<file path="src/logic/mad_pkg.sv">
// constants and types for the data memory address decoder
// Functional notes
// - program and data spaces selected by instruction
// - last code byte is the lock byte
// - flash read by code fetch; aux writes may program
// - 512-byte parts: upper 256 in aux ram
// - lower 128 bytes direct or indirect
// - upper 128 indirect only, separate storage
// - above 0x7F: direct special, indirect ram
// - 0x00-0x1F hold four banks of eight
// - status bits 3 and 4 pick bank
// - bank n maps to n times eight
// - indirect address from r0 or r1
// - bytes 0x20-0x2F hold 128 bit addresses
// - high bit addresses hit x0/x8 special registers
// - bit or byte chosen by operand type
// - push writes pointer plus one, then increments
// - reset loads pointer with 0x07
// - stack anywhere in 256 bytes
`default_nettype none
package mad_pkg;
    localparam logic [7:0]  MAD_SP_RESET     = 8'h07;
    localparam logic [7:0]  MAD_UPPER_BASE   = 8'h80;
    localparam logic [7:0]  MAD_BIT_BASE     = 8'h20;
    localparam logic [7:0]  MAD_ONE          = 8'h01;
    localparam int          MAD_BANK_LO_BIT  = 3;
    localparam int          MAD_BANK_HI_BIT  = 4;
    localparam logic [13:0] MAD_LOCK_16K     = 14'h3FFF;
    localparam logic [13:0] MAD_LOCK_8K      = 14'h1FFF;
    localparam logic [13:0] MAD_LOCK_4K      = 14'h0FFF;
    localparam logic [1:0]  MAD_SIZE_16K     = 2'h0;
    localparam logic [1:0]  MAD_SIZE_8K      = 2'h1;

    // data space access kind; one-hot
    typedef enum logic [3:0] {
        MAD_K_DIRECT   = 4'h1,
        MAD_K_INDIRECT = 4'h2,
        MAD_K_REGISTER = 4'h4,
        MAD_K_BIT      = 4'h8
    } mad_kind_e;

    // data memory target
    typedef enum logic [3:0] {
        MAD_T_NONE  = 4'h1,
        MAD_T_IRAM  = 4'h2,
        MAD_T_SPEC  = 4'h4,
        MAD_T_AUX   = 4'h8
    } mad_tgt_e;
endpackage
`default_nettype wire

</file>
<file path="src/logic/mad_stack_if.sv">
// interface between the decoder and the stack pointer unit
`timescale 1ns/1ps
`default_nettype none
interface mad_stack_if;
    logic       push;
    logic       load;
    logic [7:0] load_val;
    logic [7:0] sp;
    logic [7:0] push_addr;
    modport unit (input push, load, load_val, output sp, push_addr);
    modport user (output push, load, load_val, input sp, push_addr);
endinterface
`default_nettype wire

</file>
<file path="src/logic/mad_decoder.sv">
// data memory address decoder top
`timescale 1ns/1ps
`default_nettype none
module mad_decoder
    import mad_pkg::*;
#(
    parameter logic [1:0] SIZE_SEL  = MAD_SIZE_16K,
    parameter bit         AUX_512   = 1'b1
)(
    // clock and reset
    input  wire logic       i_clk,
    input  wire logic       i_rst_b,
    // program status word from core
    input  wire logic [7:0] i_program_status_word,
    // data access request
    input  wire logic       i_req,
    input  wire mad_kind_e  i_kind,
    input  wire logic [7:0] i_addr,
    input  wire logic [2:0] i_reg_num,
    input  wire logic [7:0] i_r0_val,
    input  wire logic [7:0] i_r1_val,
    // program/aux requests
    input  wire logic       i_code_read,
    input  wire logic       i_aux_access,
    input  wire logic       i_aux_write,
    input  wire logic       i_flash_write_en,
    input  wire logic [13:0] i_code_addr,
    // stack control
    input  wire logic       i_push,
    input  wire logic       i_sp_load,
    input  wire logic [7:0] i_sp_load_val,
    // decoded data access
    output logic            o_valid,
    output mad_tgt_e        o_target,
    output logic [7:0]      o_byte_addr,
    output logic [2:0]      o_bit_pos,
    output logic            o_bit_access,
    // program/aux decode
    output logic            o_flash_read,
    output logic            o_flash_write,
    output logic            o_aux_ram_sel,
    output logic            o_lock_byte_hit,
    // stack
    output logic [7:0]      o_stack_top_pointer,
    output logic [7:0]      o_push_addr
);
    mad_stack_if stk ();

    // ----------------------------------------
    // decode helpers
    // ----------------------------------------
    // above 0x7F only the addressing mode tells the two spaces apart
    function automatic mad_tgt_e route_hi(input logic hi);
        return hi ? MAD_T_SPEC : MAD_T_IRAM;
    endfunction

    // the lock byte is the last byte of whichever flash size is fitted
    function automatic logic [13:0] lock_of(input logic [1:0] sel);
        logic [13:0] a;
        case (sel)
            MAD_SIZE_16K: a = MAD_LOCK_16K;
            MAD_SIZE_8K:  a = MAD_LOCK_8K;
            default:      a = MAD_LOCK_4K;
        endcase
        return a;
    endfunction

    // bytes below 0x80 hold the low bit space, above it x0/x8 registers
    function automatic logic [7:0] bit_home(input logic [7:0] a);
        return a[7] ? {a[7:3], 3'h0} : (MAD_BIT_BASE + {4'h0, a[6:3]});
    endfunction

    // ----------------------------------------
    // register banks
    // ----------------------------------------
    logic       bank_select_low;
    logic       bank_select_high;
    logic [7:0] bank_base;
    logic [7:0] reg_addr;
    logic [7:0] ind_addr;
    logic [7:0] bit_byte;
    logic [1:0] bank_sel;
    assign bank_select_low  = i_program_status_word[MAD_BANK_LO_BIT];
    assign bank_select_high = i_program_status_word[MAD_BANK_HI_BIT];
    assign bank_sel         = {bank_select_high, bank_select_low};
    assign bank_base = {3'h0, bank_sel, 3'h0};
    assign reg_addr  = bank_base | {5'h00, i_reg_num};
    // r0/r1 hold a full address, so no bank base is added
    // index from r0 or r1
    assign ind_addr  = i_reg_num[0] ? i_r1_val : i_r0_val;

    // ----------------------------------------
    // bit address split
    // ----------------------------------------
    // low bit addresses in 0x20-0x2F
    // high ones pick x0/x8 special register
    assign bit_byte = bit_home(i_addr);
    // the ram merges the bit itself; only its position travels on

    // ----------------------------------------
    // target selection
    // ----------------------------------------
    logic       upper;
    mad_tgt_e   tgt_d;
    logic [7:0] addr_d;
    assign upper = i_addr >= MAD_UPPER_BASE;

    always_comb begin
        tgt_d  = MAD_T_NONE;
        addr_d = 8'h00;
        // operand type picks bit or byte
        case (i_kind)
            MAD_K_DIRECT: begin
                tgt_d  = route_hi(upper);
                addr_d = i_addr;
            end
            MAD_K_INDIRECT: begin
                tgt_d  = MAD_T_IRAM;
                addr_d = ind_addr;
            end
            MAD_K_REGISTER: begin
                // register kind ignores the address field
                tgt_d  = MAD_T_IRAM;
                addr_d = reg_addr;
            end
            MAD_K_BIT: begin
                tgt_d  = route_hi(upper);
                addr_d = bit_byte;
            end
            default: begin
                tgt_d  = MAD_T_NONE;
                addr_d = 8'h00;
            end
        endcase
    end

    // ----------------------------------------
    // request qualification
    // ----------------------------------------
    mad_tgt_e   tgt_sel;
    logic       bit_sel;
    // a refused request leaves every target deselected
    assign tgt_sel = i_req ? tgt_d : MAD_T_NONE;
    assign bit_sel = i_req && (i_kind == MAD_K_BIT);

    // ----------------------------------------
    // program memory and aux decode
    // ----------------------------------------
    logic [13:0] lock_addr;
    logic        lock_hit;
    logic        fl_rd;
    logic        fl_wr;
    logic        aux_sel;
    logic        to_flash;
    assign lock_addr = lock_of(SIZE_SEL);
    assign lock_hit  = i_code_read && (i_code_addr == lock_addr);
    // code read is the only flash read path
    assign fl_rd     = i_code_read;
    // reads stay on aux ram even while flash writing is armed
    assign to_flash  = i_aux_write && i_flash_write_en;
    assign fl_wr     = i_aux_access && to_flash;
    // aux ram exists only on 512-byte parts
    assign aux_sel   = i_aux_access && !to_flash && AUX_512;

    // ----------------------------------------
    // output registers
    // ----------------------------------------
    // one cycle of latency keeps outputs glitch free toward the rams
    always_ff @(posedge i_clk or negedge i_rst_b) begin
        if (!i_rst_b) begin
            o_valid         <= 1'b0;
            o_target        <= MAD_T_NONE;
            o_byte_addr     <= 8'h00;
            o_bit_pos       <= 3'h0;
            o_bit_access    <= 1'b0;
        end else begin
            o_valid         <= i_req;
            o_target        <= tgt_sel;
            o_byte_addr     <= addr_d;
            o_bit_pos       <= i_addr[2:0];
            o_bit_access    <= bit_sel;
        end
    end

    // program and aux strobes share the same one-cycle delay
    always_ff @(posedge i_clk or negedge i_rst_b) begin
        if (!i_rst_b) begin
            o_flash_read    <= 1'b0;
            o_flash_write   <= 1'b0;
            o_aux_ram_sel   <= 1'b0;
            o_lock_byte_hit <= 1'b0;
        end else begin
            o_flash_read    <= fl_rd;
            o_flash_write   <= fl_wr;
            o_aux_ram_sel   <= aux_sel;
            o_lock_byte_hit <= lock_hit;
        end
    end

    // ----------------------------------------
    // stack pointer
    // ----------------------------------------
    assign stk.push     = i_push;
    assign stk.load     = i_sp_load;
    assign stk.load_val = i_sp_load_val;
    assign o_stack_top_pointer = stk.sp;
    // push address is combinational so the core writes in the push cycle
    assign o_push_addr         = stk.push_addr;

    mad_stack_ptr u_sp (
        .i_clk   (i_clk),
        .i_rst_b (i_rst_b),
        .stk     (stk.unit)
    );
endmodule
`default_nettype wire

</file>
<file path="src/logic/mad_stack_ptr.sv">
// stack top pointer register
`timescale 1ns/1ps
`default_nettype none
module mad_stack_ptr
    import mad_pkg::*;
(
    // clock and reset
    input  wire logic i_clk,
    input  wire logic i_rst_b,
    // control
    mad_stack_if.unit stk
);
    logic [7:0] stack_top_pointer_q;
    logic [7:0] stack_top_pointer_d;
    logic [7:0] next_ptr;

    assign next_ptr            = stack_top_pointer_q + MAD_ONE;
    assign stk.push_addr       = next_ptr;
    assign stk.sp              = stack_top_pointer_q;
    assign stack_top_pointer_d = stk.load ? stk.load_val :
                                 stk.push ? next_ptr : stack_top_pointer_q;

    always_ff @(posedge i_clk or negedge i_rst_b) begin
        if (!i_rst_b) begin
            stack_top_pointer_q <= MAD_SP_RESET;
        end else begin
            stack_top_pointer_q <= stack_top_pointer_d;
        end
    end
endmodule
`default_nettype wire

</file>
<file path="config.mk">
export PLATFORM = sky130hd
export DESIGN_NAME = mad_decoder
export DESIGN_NICKNAME = d
export VERILOG_FILES = /design/src/logic/mad_pkg.sv /design/src/logic/mad_stack_if.sv /design/src/logic/mad_decoder.sv /design/src/logic/mad_stack_ptr.sv
export SDC_FILE = /design/constraint.sdc
export NUM_CORES = 1
export LEC_CHECK = 0
export BUFFER_PORTS_ARGS = -buffer_cell sky130_fd_sc_hd__buf_4
export CELL_PAD_IN_SITES_DETAIL_PLACEMENT = 1
export CELL_PAD_IN_SITES_GLOBAL_PLACEMENT = 1
export CORE_ASPECT_RATIO = 0.9
export CORE_MARGIN = 3
export CORE_UTILIZATION = 31
export DETAILED_ROUTE_END_ITERATION = 10
export PLACE_DENSITY = 0.95
export SYNTH_ARGS = -nofsm -noshare
export SYNTH_HDL_FRONTEND = slang
export SYNTH_SLANG_ARGS = --single-unit
</file>
<file path="constraint.sdc">
create_clock -name i_clk -period 2.5 [get_ports i_clk]
set_input_delay 0.25 -clock i_clk [delete_from_list [all_inputs] [get_ports i_clk]]
set_output_delay 0.25 -clock i_clk [all_outputs]
set_load 0.005 [all_outputs]
</file>
==> metrics.log, run 1 <==
[metrics] Period Utilization, post-route: 78.9%
[metrics] number of nets with antenna violations after detailed routing: 0
[metrics] Residual DRC: 0
[metrics] netlist area before placement: 1540 um^2
[metrics] post-detailed-placement half-perimeter wirelength: 3990 um
[metrics] sort of element at the start of the critical path: flop
[metrics] Max Clock Skew: 9.79 ps
[metrics] post-synthesis cell count: 157
[metrics] Overall Global Routing Usage: 16.7%
[metrics] area of the placeable core: 4630 um^2
[metrics] fin crit period: 1970 ps
[metrics] crit path DAT: between 1500 and 2000 ps
[metrics] Tightest Hold Check Type: primary input to flop
[metrics] io pins: 107
[metrics] critical-path cell list: ha_1 -> nand2_1 -> nor2_1 -> xor2_1 -> buf_4
[metrics] most instantiated library cell after synthesis: dfrtp_1
[metrics] summed negative setup slack over all endpoints: 0 ps
[metrics] CTS buffer count: 3
[metrics] number of nets produced by synthesis: 228
[metrics] ys async rst share: between 90% and 100%
[metrics] starting utilization of the core area: between 30% and 40%
[metrics] biggest area consumer among synthesized cells: dfrtp_1
[metrics] total of cells resized after clock tree synthesis: 0
[metrics] Crit path depth: 5
[metrics] synthesis-stage register bit count: 28
[metrics] worst hold-check slack: 94.9 ps
[metrics] first-pass GRT wire length: 7730 um
[metrics] endpoint type of the worst setup path: primary output
[metrics] crit path kind: flop to primary output
[metrics] commonest cells in the synthesized netlist: dfrtp_1, nand2_1, o21ai_0, mux2i_1, nor2_1
[metrics] number of antenna diodes: 0
[metrics] largest stage delay on the critical path: roughly 600 ps
[metrics] wire length reported by the detailed router: a little under 5000 um
[metrics] setup repair after global routing missed its margin: no
[metrics] critical-path maximum fanout: 6
[metrics] slew margin rel.: 65.3%
[metrics] per-instance average area after synthesis: 9.82 um^2
[metrics] Vias: approximately 1600
[metrics] insertion delay to the later sink of the worst-skew pair: 270 ps
[metrics] ys flop type: dfrtp_1
[metrics] die extent in y: 72.9 um
[metrics] largest net degree at the start of global routing: 29
[metrics] Die ar.: about 6000 um^2
[metrics] fraction of layout instances using a drive strength above 1: about 44%
[metrics] 1st-iter DRT viols: 30
[metrics] TritonCTS sink count: 28
[metrics] via count of the first global-routing pass: roughly 1600
[metrics] width of the die: 80.3 um
[metrics] Clock Path Buffers: 2
[metrics] area delta synth->final: 54.6%
[metrics] routed length per placed instance: between 15 and 20 um
[metrics] Port Buffer Count: 99
[metrics] R2R cell count: 4
[metrics] Bufs and invs on worst path: 1
[metrics] post-CTS clock slew at the launch and capture registers of the worst setup and hold paths: 110 ps
[metrics] first-pass detailed-route iteration total: 4
[metrics] distinct cell type count of the synthesized netlist: 38
[metrics] H-Tree Depth: 1
[metrics] CTS tree: built
[metrics] transition at the pin with the smallest max-transition slack: around 510 ps
[metrics] max-slew violation total from the final report: 0
[metrics] final setup violating endpoints: 0
[metrics] final hold violation count: 0
[metrics] Crit path required time: 2250 ps
[metrics] sequential fraction of the synthesis area: 45.8%
[metrics] Max-cap violations: 0
[metrics] GP Congestion: 0.798
[metrics] Hold Crit Depth: 1
[metrics] Layout Cells excl Fill: 311
[metrics] Power Total: 0.00117 W
[metrics] Peak VDD IR: 0.000231 V
[metrics] cell family with the largest share of critical-path delay: flip-flops
[metrics] most area-consuming cells after synthesis: dfrtp_1, dfstp_2, mux2i_1
[metrics] number of rows in the core area: 23
[metrics] share of Yosys cell area claimed by the top area cell type: 39.0%
[metrics] number of placed instances, taps included: ~310
[metrics] leakage dissipation: 1.19 nW
[metrics] result of the run: completed
[metrics] global route total overflow: 0
[metrics] highest attainable clock frequency: 507 MHz
[metrics] CP max-delay cell: dfstp_2
[metrics] cell chosen for the clock root: clkbuf_8
[metrics] number of fill cells: 539
[metrics] number of antenna violations at the first check in global routing: 0
[metrics] net total in the final layout: 321
[metrics] pwr dens: 489 nW/um^2
[metrics] yosys synthesis warning count: 0
[metrics] routed vias/inst: 5.00
[metrics] post-layout util: 51.4%
[metrics] number of flops mapped to enable cells by yosys: 0
[final timing paths]
kind                       slack, ps             end           start
max                              530  o_push_addr[6]  u_sp.stk.sp[0]
min                               90    o_bit_pos[0]       i_addr[0]
max reg2reg                      920  u_sp.stk.sp[6]  u_sp.stk.sp[0]
min reg2reg                      620  u_sp.stk.sp[1]  u_sp.stk.sp[1]
max in group asynchronous       1760  u_sp.stk.sp[1]         i_rst_b
min in group asynchronous        420  o_byte_addr[2]         i_rst_b
[state kept, by name, indices dropped and copies added (netlist names), 3 cells and up]
name         cells
o_byte_addr      8
u_sp.stk.sp      8
o_bit_pos        3
o_target         3
[cell usage in the layout (no fill, tap or decap)]
| cell | Yosys | routed |
|---|---|---|
| buf_4 | 2 | 99 |
| dfrtp_1 | 24 | 24 |
| nand2_1 | 11 | 11 |
| o21ai_0 | 11 | 11 |
| nor2_1 | 9 | 9 |
| mux2i_1 | 9 | 9 |
| nand3_1 | 8 | 8 |
| xor2_1 | 7 | 7 |
| nand3b_1 | 7 | 7 |
| nand4_1 | 6 | 6 |
| nor2b_1 | 5 | 5 |
| xnor2_1 | 4 | 4 |
| a21oi_1 | 4 | 4 |
| or4_1 | 4 | 4 |
| a211o_1 | 4 | 4 |
| dfstp_2 | 4 | 4 |
| inv_1 | 3 | 3 |
| and3_1 | 3 | 3 |
| clkbuf_8 | 0 | 3 |
| or4b_1 | 2 | 2 |
| a31oi_1 | 2 | 2 |
| a221o_1 | 2 | 2 |
| nor4_1 | 2 | 2 |
| nor4bb_1 | 1 | 1 |
| nor4b_1 | 1 | 1 |
| nand2b_1 | 1 | 1 |
| a211oi_1 | 1 | 1 |
| nor3b_1 | 1 | 1 |
| o311a_1 | 1 | 1 |
| and3b_1 | 1 | 1 |
| or2_2 | 1 | 1 |
| nor3_1 | 1 | 1 |
| o2bb2ai_2 | 1 | 1 |
| a21boi_0 | 1 | 1 |
| o2bb2ai_1 | 1 | 1 |
| ha_1 | 1 | 1 |
| conb_1 | 1 | 1 |
| bufinv_16 | 0 | 1 |
| dlygate4sd3_1 | 0 | 1 |
[per-layer routing]
layer,global-route usage (%),part of all wire (%)
met5,0,0
met4,2.44,0.27
met3,3.70,6.5
met2,32.2,55
met1,19.1,39
[cells by family after synthesis]
logic type	count (synthesis)	synth area share, %
AO/OA/AOI/OAI	28	12.4
XOR/XNOR	11	6.25
adder cells (fa/ha/maj)	1	0.812
buffers and inverters	15	4.63
flip-flops	28	45.8
multiplexers	9	5.84
other	1	0.243
AND/OR/NAND/NOR	64	24.0
[repair_timing]
item,in CTS,in global routing
hold buffers,1,0
endpoints found under the hold margin,24,0
setup buffers,0,0
[power by group]
part / leakage, nW / internal, W / switching [W]
clock: 0.0357 / 0.000214 / 0.000145
sequential: 0.351 / 0.000487 / 0.0000314
combinational: 0.805 / 0.000170 / 0.000119
total: 1.19 / 0.000872 / 0.000295
[layout make-up]
class | instances | area [um^2] | area share, %
clock buffer | 3 | 41.3 | 1.73
clock inverter | 1 | 30.0 | 1.26
inverter | 3 | 11.3 | 0.472
multi-input combinational | 114 | 764 | 32.1
sequential | 28 | 706 | 29.6
tap | 62 | 77.6 | 3.25
timing repair buffer | 100 | 753 | 31.6
[stage by stage]
step	setup WS, ps	instance area, um^2
detailed placement	825	2300
global route	412	2380
floorplan	1050	1540
CTS	505	2380
global placement	936	2300
finish	527	2380
Power figures use the tool's default switching activity.
==> inputs of run 2 (changes only) <==
--- a/config.mk
+++ b/config.mk
@@ -10,9 +10,9 @@
 export CELL_PAD_IN_SITES_GLOBAL_PLACEMENT = 1
 export CORE_ASPECT_RATIO = 0.9
 export CORE_MARGIN = 3
-export CORE_UTILIZATION = 31
+export CORE_UTILIZATION = 29
 export DETAILED_ROUTE_END_ITERATION = 10
-export PLACE_DENSITY = 0.95
+export PLACE_DENSITY = 0.92
 export SYNTH_ARGS = -nofsm -noshare
 export SYNTH_HDL_FRONTEND = slang
 export SYNTH_SLANG_ARGS = --single-unit
==> constraint.sdc (replaced) <==
create_clock -name i_clk -period 1.9 [get_ports i_clk]
set_input_delay 0.19 -clock i_clk [delete_from_list [all_inputs] [get_ports i_clk]]
set_output_delay 0.19 -clock i_clk [all_outputs]
set_load 0.005 [all_outputs]
==> run 2 against run 1 <==
Against the previous run: clock skew fell by 0.53 ps; die area rose by 6.3%; combinational power rose by 37%; sequential power rose by 32%; global-route usage fell by 1.3 points; routed wire length rose by 1.5%.
==> metrics.log, run 2 (synthesized netlist as in run 1, its figures left out) <==
[metrics] result of the run: completed
[metrics] cell chosen for the clock root: clkbuf_8
[metrics] most frequent cells in the layout: buf_4, dfrtp_1, nand2_1, o21ai_0
[metrics] area delta synth->final: 56.7%
[metrics] number of nets with antenna violations after detailed routing: 0 (unchanged)
[metrics] final setup violating endpoints: 0 (unchanged)
[metrics] global route total overflow: 0 (unchanged)
[metrics] Period Utilization, post-route: 93.5%
[metrics] worst hold-check slack: 21.7 ps (-73.1 ps)
[metrics] sort of element at the start of the critical path: flop
[metrics] Peak VDD IR: 0.000281 V (+22%)
[metrics] number of rows in the core area: 24 (+4.3%)
[metrics] Die ar.: 6230 um^2 (+6.3%)
[metrics] H-Tree Depth: 1 (unchanged)
[metrics] Port Buffer Count: 99 (unchanged)
[metrics] number of fill cells: 562 (+4.3%)
[metrics] crit path kind: flop to primary output
[metrics] 1st-iter DRT viols: 29 (-3.3%)
[metrics] crit path DAT: 1590 ps (-130 ps)
[metrics] Power Total: 0.00155 W (+33%)
[metrics] final hold violation count: 0 (unchanged)
[metrics] R2R cell count: 4 (unchanged)
[metrics] number of antenna diodes: 0 (unchanged)
[metrics] pre-CTS setup slack: 329 ps (-497 ps)
[metrics] CTS tree: built
[metrics] Vias: 1567 (+0.84%)
[metrics] insertion delay to the later sink of the worst-skew pair: 270 ps (about the same)
[metrics] routed vias/inst: 4.96 (-0.76%)
[metrics] first-pass detailed-route iteration total: 5 (+1)
[metrics] Overall Global Routing Usage: 15.4% (-1.3 points)
[metrics] summed negative setup slack over all endpoints: 0 ps (unchanged)
[metrics] Layout Cells excl Fill: 316 (+1.6%)
[metrics] slew margin rel.: 65.1% (-0.16 points)
[metrics] max-slew violation total from the final report: 0 (unchanged)
[metrics] Crit path required time: 1710 ps (-540 ps)
[metrics] setup repair after global routing missed its margin: no
[metrics] post-CTS clock slew at the launch and capture registers of the worst setup and hold paths: 100 ps (about the same)
[metrics] Residual DRC: 0 (unchanged)
[metrics] endpoint type of the worst setup path: primary output
[metrics] highest attainable clock frequency: around 560 MHz
[metrics] leakage dissipation: 1.20 nW (+0.80%)
[metrics] final worst slack: 123 ps (-404 ps)
[metrics] TritonCTS sink count: 28 (unchanged)
[metrics] number of placed instances, taps included: 309 (+0.98%)
[metrics] Hold Crit Depth: 1 (unchanged)
[metrics] transition at the pin with the smallest max-transition slack: 516 ps (+2.42 ps)
[metrics] critical-path maximum fanout: 6 (unchanged)
[metrics] first-pass GRT wire length: 7650 um (-1.1%)
[metrics] width of the die: 82.9 um (+3.1%)
[metrics] post-detailed-placement half-perimeter wirelength: 3920 um (-1.8%)
[metrics] register cell area after layout: 706 um^2 (unchanged)
[metrics] leading cell type in the layout, fill and taps excluded: buf_4
[metrics] combined area of the multi-input logic cells: 777 um^2 (+1.6%)
[metrics] largest net degree at the start of global routing: 29 (unchanged)
[metrics] net total in the final layout: 323 (+0.62%)
[metrics] Max Clock Skew: 9.26 ps (-0.527 ps)
[metrics] fin crit period: 1780 ps
[metrics] via count of the first global-routing pass: 1572 (-3.6%)
[metrics] number of antenna violations at the first check in global routing: 0 (unchanged)
[metrics] Clock Path Buffers: 2 (unchanged)
[metrics] pwr dens: 640 nW/um^2 (+31%)
[metrics] GP Congestion: 0.793 (-0.60%)
[metrics] io pins: 107 (unchanged)
[metrics] fraction of layout instances using a drive strength above 1: 44.6% (+0.85 points)
[metrics] CTS buffer count: 3 (unchanged)
[metrics] Max-cap violations: 0 (unchanged)
[metrics] routed length per placed instance: 15.7 um (about the same)
[metrics] wire length reported by the detailed router: 4950 um (+1.5%)
[metrics] starting utilization of the core area: 30.9% (-2.3 points)
[metrics] Tightest Hold Check Type: primary input to flop
[metrics] area of the placeable core: 4980 um^2 (+7.6%)
[metrics] die extent in y: 75.2 um (+3.1%)
[run 2: cell types whose count changed in the layout (fill, tap and decap cells not counted)]
| cell | previous run | this run |
|---|---|---|
| buf_4 | 99 | 101 |
| ha_1 | 1 | 0 |
| ha_4 | 0 | 1 |
[run 2: power breakdown]
part           switching [W]  internal (W)  total (W)
clock               0.000184      0.000282   0.000466
combinational       0.000161      0.000236   0.000397
sequential         0.0000419      0.000641   0.000683
[run 2: area by class of cell]
cell class,count,area share (%)
Inverter,3,0.466
Clock inverter,1,1.24
Clock buffer,3,1.71
Multi-Input combinational cell,114,32.2
Timing Repair Buffer,102,31.8
Sequential cell,28,29.2
Tap cell,65,3.37
[run 2: final timing paths]
path / start / slack, ps / to
worst min-delay path: i_addr[2] / 20 / o_bit_pos[2]
min in group asynchronous: i_rst_b / 380 / u_sp.stk.sp[3]
worst min register to register: u_sp.stk.sp[1] / 610 / u_sp.stk.sp[1]
max in group asynchronous: i_rst_b / 1200 / u_sp.stk.sp[1]
worst max register to register: u_sp.stk.sp[2] / 370 / u_sp.stk.sp[5]
worst max-delay path: u_sp.stk.sp[0] / 120 / o_push_addr[6]
[run 2: metrics by stage]
stage | util, % | cell area [um^2]
floorplan | - | 1540
detailed placement | 46.3 | 2310
finish | 48.4 | 2410
global route | 48.4 | 2410
global placement | 46.3 | 2310
CTS | 47.9 | 2390
[run 2: what timing repair did]
item	4_1_cts	5_1_grt
setup endpoints to repair	0	2
resized for setup	0	2
hold endpoints to repair	24	0
buffers inserted	0	2
hold buffers	1	0
[run 2: critical path, cell delays in order, from the launching register on]
cell and delay (ps):
dfstp_2 630, ha_4 190, nand2_1 70, nor2_1 140, xor2_1 160, buf_4 130
[run 2: routing by layer]
metal	GRT usage, %	vias to the layer above	routed length, um
met5	0	-	0
met4	4.72	0	23
met3	3.50	2	349
met2	27.5	79	2520
met1	18.8	731	2060
li1	-	755	-
==> inputs of run 3 (changes only) <==
--- a/config.mk
+++ b/config.mk
@@ -5,14 +5,15 @@
 export SDC_FILE = /design/constraint.sdc
 export NUM_CORES = 1
 export LEC_CHECK = 0
-export BUFFER_PORTS_ARGS = -buffer_cell sky130_fd_sc_hd__buf_4
+export ABC_AREA = 1
 export CELL_PAD_IN_SITES_DETAIL_PLACEMENT = 1
 export CELL_PAD_IN_SITES_GLOBAL_PLACEMENT = 1
 export CORE_ASPECT_RATIO = 0.9
 export CORE_MARGIN = 3
-export CORE_UTILIZATION = 29
+export CORE_UTILIZATION = 40
 export DETAILED_ROUTE_END_ITERATION = 10
-export PLACE_DENSITY = 0.92
+export DONT_BUFFER_PORTS = 1
+export PLACE_DENSITY = 0.88
 export SYNTH_ARGS = -nofsm -noshare
 export SYNTH_HDL_FRONTEND = slang
 export SYNTH_SLANG_ARGS = --single-unit
==> constraint.sdc (replaced) <==
create_clock -name i_clk -period 1.81 [get_ports i_clk]
set_input_delay 0.181 -clock i_clk [delete_from_list [all_inputs] [get_ports i_clk]]
set_output_delay 0.181 -clock i_clk [all_outputs]
set_load 0.005 [all_outputs]
==> run 3 against run 2 <==
Against the previous run: setup slack worse by 12 ps; clock power is 20% lower; cell area is 30% lower; largest cell class is now flip-flops and latches; die area is 29% lower; total power shrank 17%; global-route usage rose by 2.5 points; synthesized cell count up 22%; area after synthesis shrank 4.5%; non-clock buffer count down 93.
==> metrics.log, run 3 <==
[metrics] Period Utilization, post-route: 93.8%
[metrics] sort of element at the start of the critical path: flop
[metrics] biggest area consumer among synthesized cells: dfrtp_1
[metrics] synthesis-stage register bit count: 28 (unchanged)
[metrics] crit path kind: flop to primary output
[metrics] clock group share of total power: 29.1% (-1.1 points)
[metrics] H-Tree Depth: 1 (unchanged)
[metrics] Vias: 1274 (-19%)
[metrics] largest net degree at the start of global routing: 29 (unchanged)
[metrics] largest stage delay on the critical path: 620 ps (about the same)
[metrics] Net Sw Frac: 26.3% (+1.2 points)
[metrics] routed vias/inst: 5.20 (+4.9%)
[metrics] source of the worst hold timing path: i_flash_write_en
[metrics] post-route cell area: 1680 um^2 (-30%)
[metrics] ys flop type: dfrtp_1
[metrics] fraction of layout instances using a drive strength above 1: 7.96% (-37 points)
[metrics] share of Yosys cell area claimed by the top area cell type: 40.8% (+1.9 points)
[metrics] Die ar.: 4440 um^2 (-29%)
[metrics] width of the die: 69.9 um (-16%)
[metrics] max-slew violation total from the final report: 0 (unchanged)
[metrics] Gate power share: 14.6% (-11 points)
[metrics] TritonCTS sink count: 28 (unchanged)
[metrics] most instantiated library cell after synthesis: nand2_1
[metrics] fin crit period: roughly 1700 ps
[metrics] reg-to-reg slack, setup: 380 ps (about the same)
[metrics] first-pass GRT wire length: 6290 um (-18%)
[metrics] area of the placeable core: 3450 um^2 (-31%)
[metrics] number of antenna violations at the first check in global routing: 0 (unchanged)
[metrics] net total in the final layout: 273 (-15%)
[metrics] R2R cell count: 5 (+1)
[metrics] placed cell area: 1500 um^2 (-35%)
[metrics] number of rows in the core area: 20 (-17%)
[metrics] Tightest Hold Check Type: primary input to flop
[metrics] critical-path maximum fanout: 6 (unchanged)
[metrics] global route total overflow: 0 (unchanged)
[metrics] leakage dissipation: 0.814 nW (-32%)
[metrics] post-synthesis cell count: 192 (+22%)
[metrics] leading cell type in the layout, fill and taps excluded: nand2_1
[metrics] number of flops mapped to enable cells by yosys: 0 (unchanged)
[metrics] register cell area after layout: 706 um^2 (unchanged)
[metrics] net switching power: 0.000339 W (-13%)
[metrics] sequential fraction of the synthesis area: 48.0% (+2.2 points)
[metrics] Crit path required time: 1630 ps (-80 ps)
[metrics] Reg-to-Reg Start: u_sp.stk.sp[0]
[metrics] relative contribution of sequential cells to total power: 56.3% (+12 points)
[metrics] highest attainable clock frequency: 589 MHz
[metrics] wire length reported by the detailed router: 3970 um (-20%)
[metrics] per-instance average area after synthesis: 7.66 um^2 (-22%)
[metrics] summed negative setup slack over all endpoints: 0 ps (unchanged)
[metrics] via count of the first global-routing pass: 1335 (-15%)
[metrics] final setup violating endpoints: 0 (unchanged)
[metrics] die extent in y: 63.5 um (-15%)
[metrics] commonest cells in the synthesized netlist: nand2_1, dfrtp_1, inv_1, nor2_1
[metrics] routed length per placed instance: 16.2 um (+3.5%)
[metrics] yosys synthesis warning count: 0 (unchanged)
[metrics] R2R Path End: u_sp.stk.sp[4]
[metrics] ys async rst share: 100% (unchanged)
[metrics] netlist area before placement: 1470 um^2 (-4.5%)
[metrics] most frequent cells in the layout: nand2_1, dfrtp_1, inv_1
[metrics] post-detailed-placement half-perimeter wirelength: 3290 um (-16%)
[metrics] setup repair after global routing missed its margin: no
[metrics] crit path DAT: 1520 ps (-70 ps)
[metrics] 1st-iter DRT viols: 33 (+14%)
[metrics] starting utilization of the core area: 42.6% (+12 points)
[metrics] io pins: 107 (unchanged)
[metrics] endpoint of the worst hold-timing path: o_flash_write
[metrics] worst hold-check slack: 16.8 ps (-4.95 ps)
[metrics] final hold violation count: 0 (unchanged)
[metrics] CTS buffer count: 3 (unchanged)
[metrics] Overall Global Routing Usage: 17.8% (+2.5 points)
[metrics] Max-cap violations: 0 (unchanged)
[metrics] combined area of the multi-input logic cells: 682 um^2 (-12%)
[metrics] Hold Crit Depth: 2 (+1)
[metrics] number of nets with antenna violations after detailed routing: 0 (unchanged)
[metrics] CP max-delay cell: dfstp_2
[metrics] post-CTS clock slew at the launch and capture registers of the worst setup and hold paths: 90 ps (about the same)
[metrics] cell family with the largest share of critical-path delay: flip-flops
[metrics] number of fill cells: 435 (-23%)
[metrics] Crit path depth: 5 (unchanged)
[metrics] number of antenna diodes: 0 (unchanged)
[metrics] Residual DRC: 0 (unchanged)
[metrics] critical-path cell list: ha_4 -> nand3_4 -> nor2_2 -> nand2_1 -> and2_1
[metrics] Max Clock Skew: 2.18 ps (-7.08 ps)
[metrics] result of the run: completed
[metrics] distinct cell type count of the synthesized netlist: 25 (-34%)
[metrics] CTS tree: built
[metrics] area delta synth->final: 14.2%
[metrics] first-pass detailed-route iteration total: 4 (-1)
[metrics] most area-consuming cells after synthesis: dfrtp_1, nand2_1, dfstp_2
[metrics] Clock Path Buffers: 2 (unchanged)
[metrics] cell internal power dissipation: 0.000950 W (-18%)
[metrics] Bufs and invs on worst path: 0 (-1)
[metrics] GP Congestion: 0.817 (+3.0%)
[metrics] endpoint type of the worst setup path: primary output
[metrics] cell chosen for the clock root: clkbuf_8
[metrics] number of nets produced by synthesis: 263 (+15%)
[metrics] insertion delay to the later sink of the worst-skew pair: 270 ps (about the same)
[metrics] Peak VDD IR: 0.000372 V (+32%)
[metrics] Port Buffer Count: 0 (-100%)
[metrics] pwr dens: 767 nW/um^2 (+20%)
-- run 3: cell count changes in the layout (fill, tap and decap cells not counted), moves of 4 or more --
cell / change
nand2_1: +54
inv_1: +18
mux2i_1: -9
nor2_1: +8
nor2b_1: -5
nand3b_1: -7
buf_4: -101
a22oi_1: +7
xor2_1: -7
or4_1: -4
dlygate4sd3_1: +7
a211o_1: -4
-- run 3: logic make-up (layout without fill, tap and decap cells) --
| family | count (synthesis) | count (layout) | synth area share, % |
|---|---|---|---|
| AOI/OAI and AO/OA | 24 | 24 | 9.86 |
| xor gates and xnor gates | 3 | 3 | 1.79 |
| adders and majority gates | 1 | 1 | 0.850 |
| buffers and inverters | 26 | 35 | 7.57 |
| DFF | 28 | 28 | 48.0 |
| other | 1 | 1 | 0.255 |
| and+or+nand+nor | 109 | 109 | 31.7 |
-- run 3: layout make-up --
cell class	count	share of cell area (%)
tap	44	3.28
multi-input combinational	138	40.6
inverter	22	4.91
timing repair buffer	9	5.96
clock buffer	4	3.28
sequential	28	42.0
-- run 3: worst max-delay path by stage --
stage                        start        endpoint  slack [ps]
floorplan           u_sp.stk.sp[0]  o_push_addr[6]         440
global placement    u_sp.stk.sp[0]  o_push_addr[6]         370
detailed placement  u_sp.stk.sp[0]  o_push_addr[6]         360
CTS                 u_sp.stk.sp[0]  o_push_addr[6]          50
global route        u_sp.stk.sp[0]  o_push_addr[6]          20
finish              u_sp.stk.sp[0]  o_push_addr[6]         110
-- run 3: metal layers --
layer | routed length (um) | track usage (%) | vias to the layer above
li1 | - | - | 632
met1 | 1650 | 20.1 | 574
met2 | 1890 | 31.4 | 64
met3 | 390 | 7.81 | 4
met4 | 42 | 3.35 | 0
met5 | 0 | 0 | -
-- run 3: repair_timing --
action                                 in CTS  in global routing
hold buffers                                9                  0
setup buffers                               0                  0
setup endpoints to repair                   0                  2
gates resized for setup                     0                  5
endpoints found under the hold margin      35                  0
-- run 3: metrics by stage --
stage          setup slack (ps)  utilization [%]  total power [W]  instances
6_report                    112             48.7          0.00129        245
5_1_grt                    20.5             48.7          0.00136        245
4_1_cts                    50.9             47.9          0.00129        245
3_5_place_dp                358             43.4         0.000882        232
3_3_place_gp                368             43.4         0.000872        232
2_1_floorplan               444                -         0.000849        192
-- run 3: power by group through the flow --
stage	logic [W]	registers (W)	clock network (W)
2_1_floorplan	0.000129	0.000719	0
3_5_place_dp	0.000147	0.000735	0
4_1_cts	0.000180	0.000723	0.000388
6_report	0.000188	0.000726	0.000375
5_1_grt	0.000217	0.000734	0.000408
3_3_place_gp	0.000141	0.000732	0
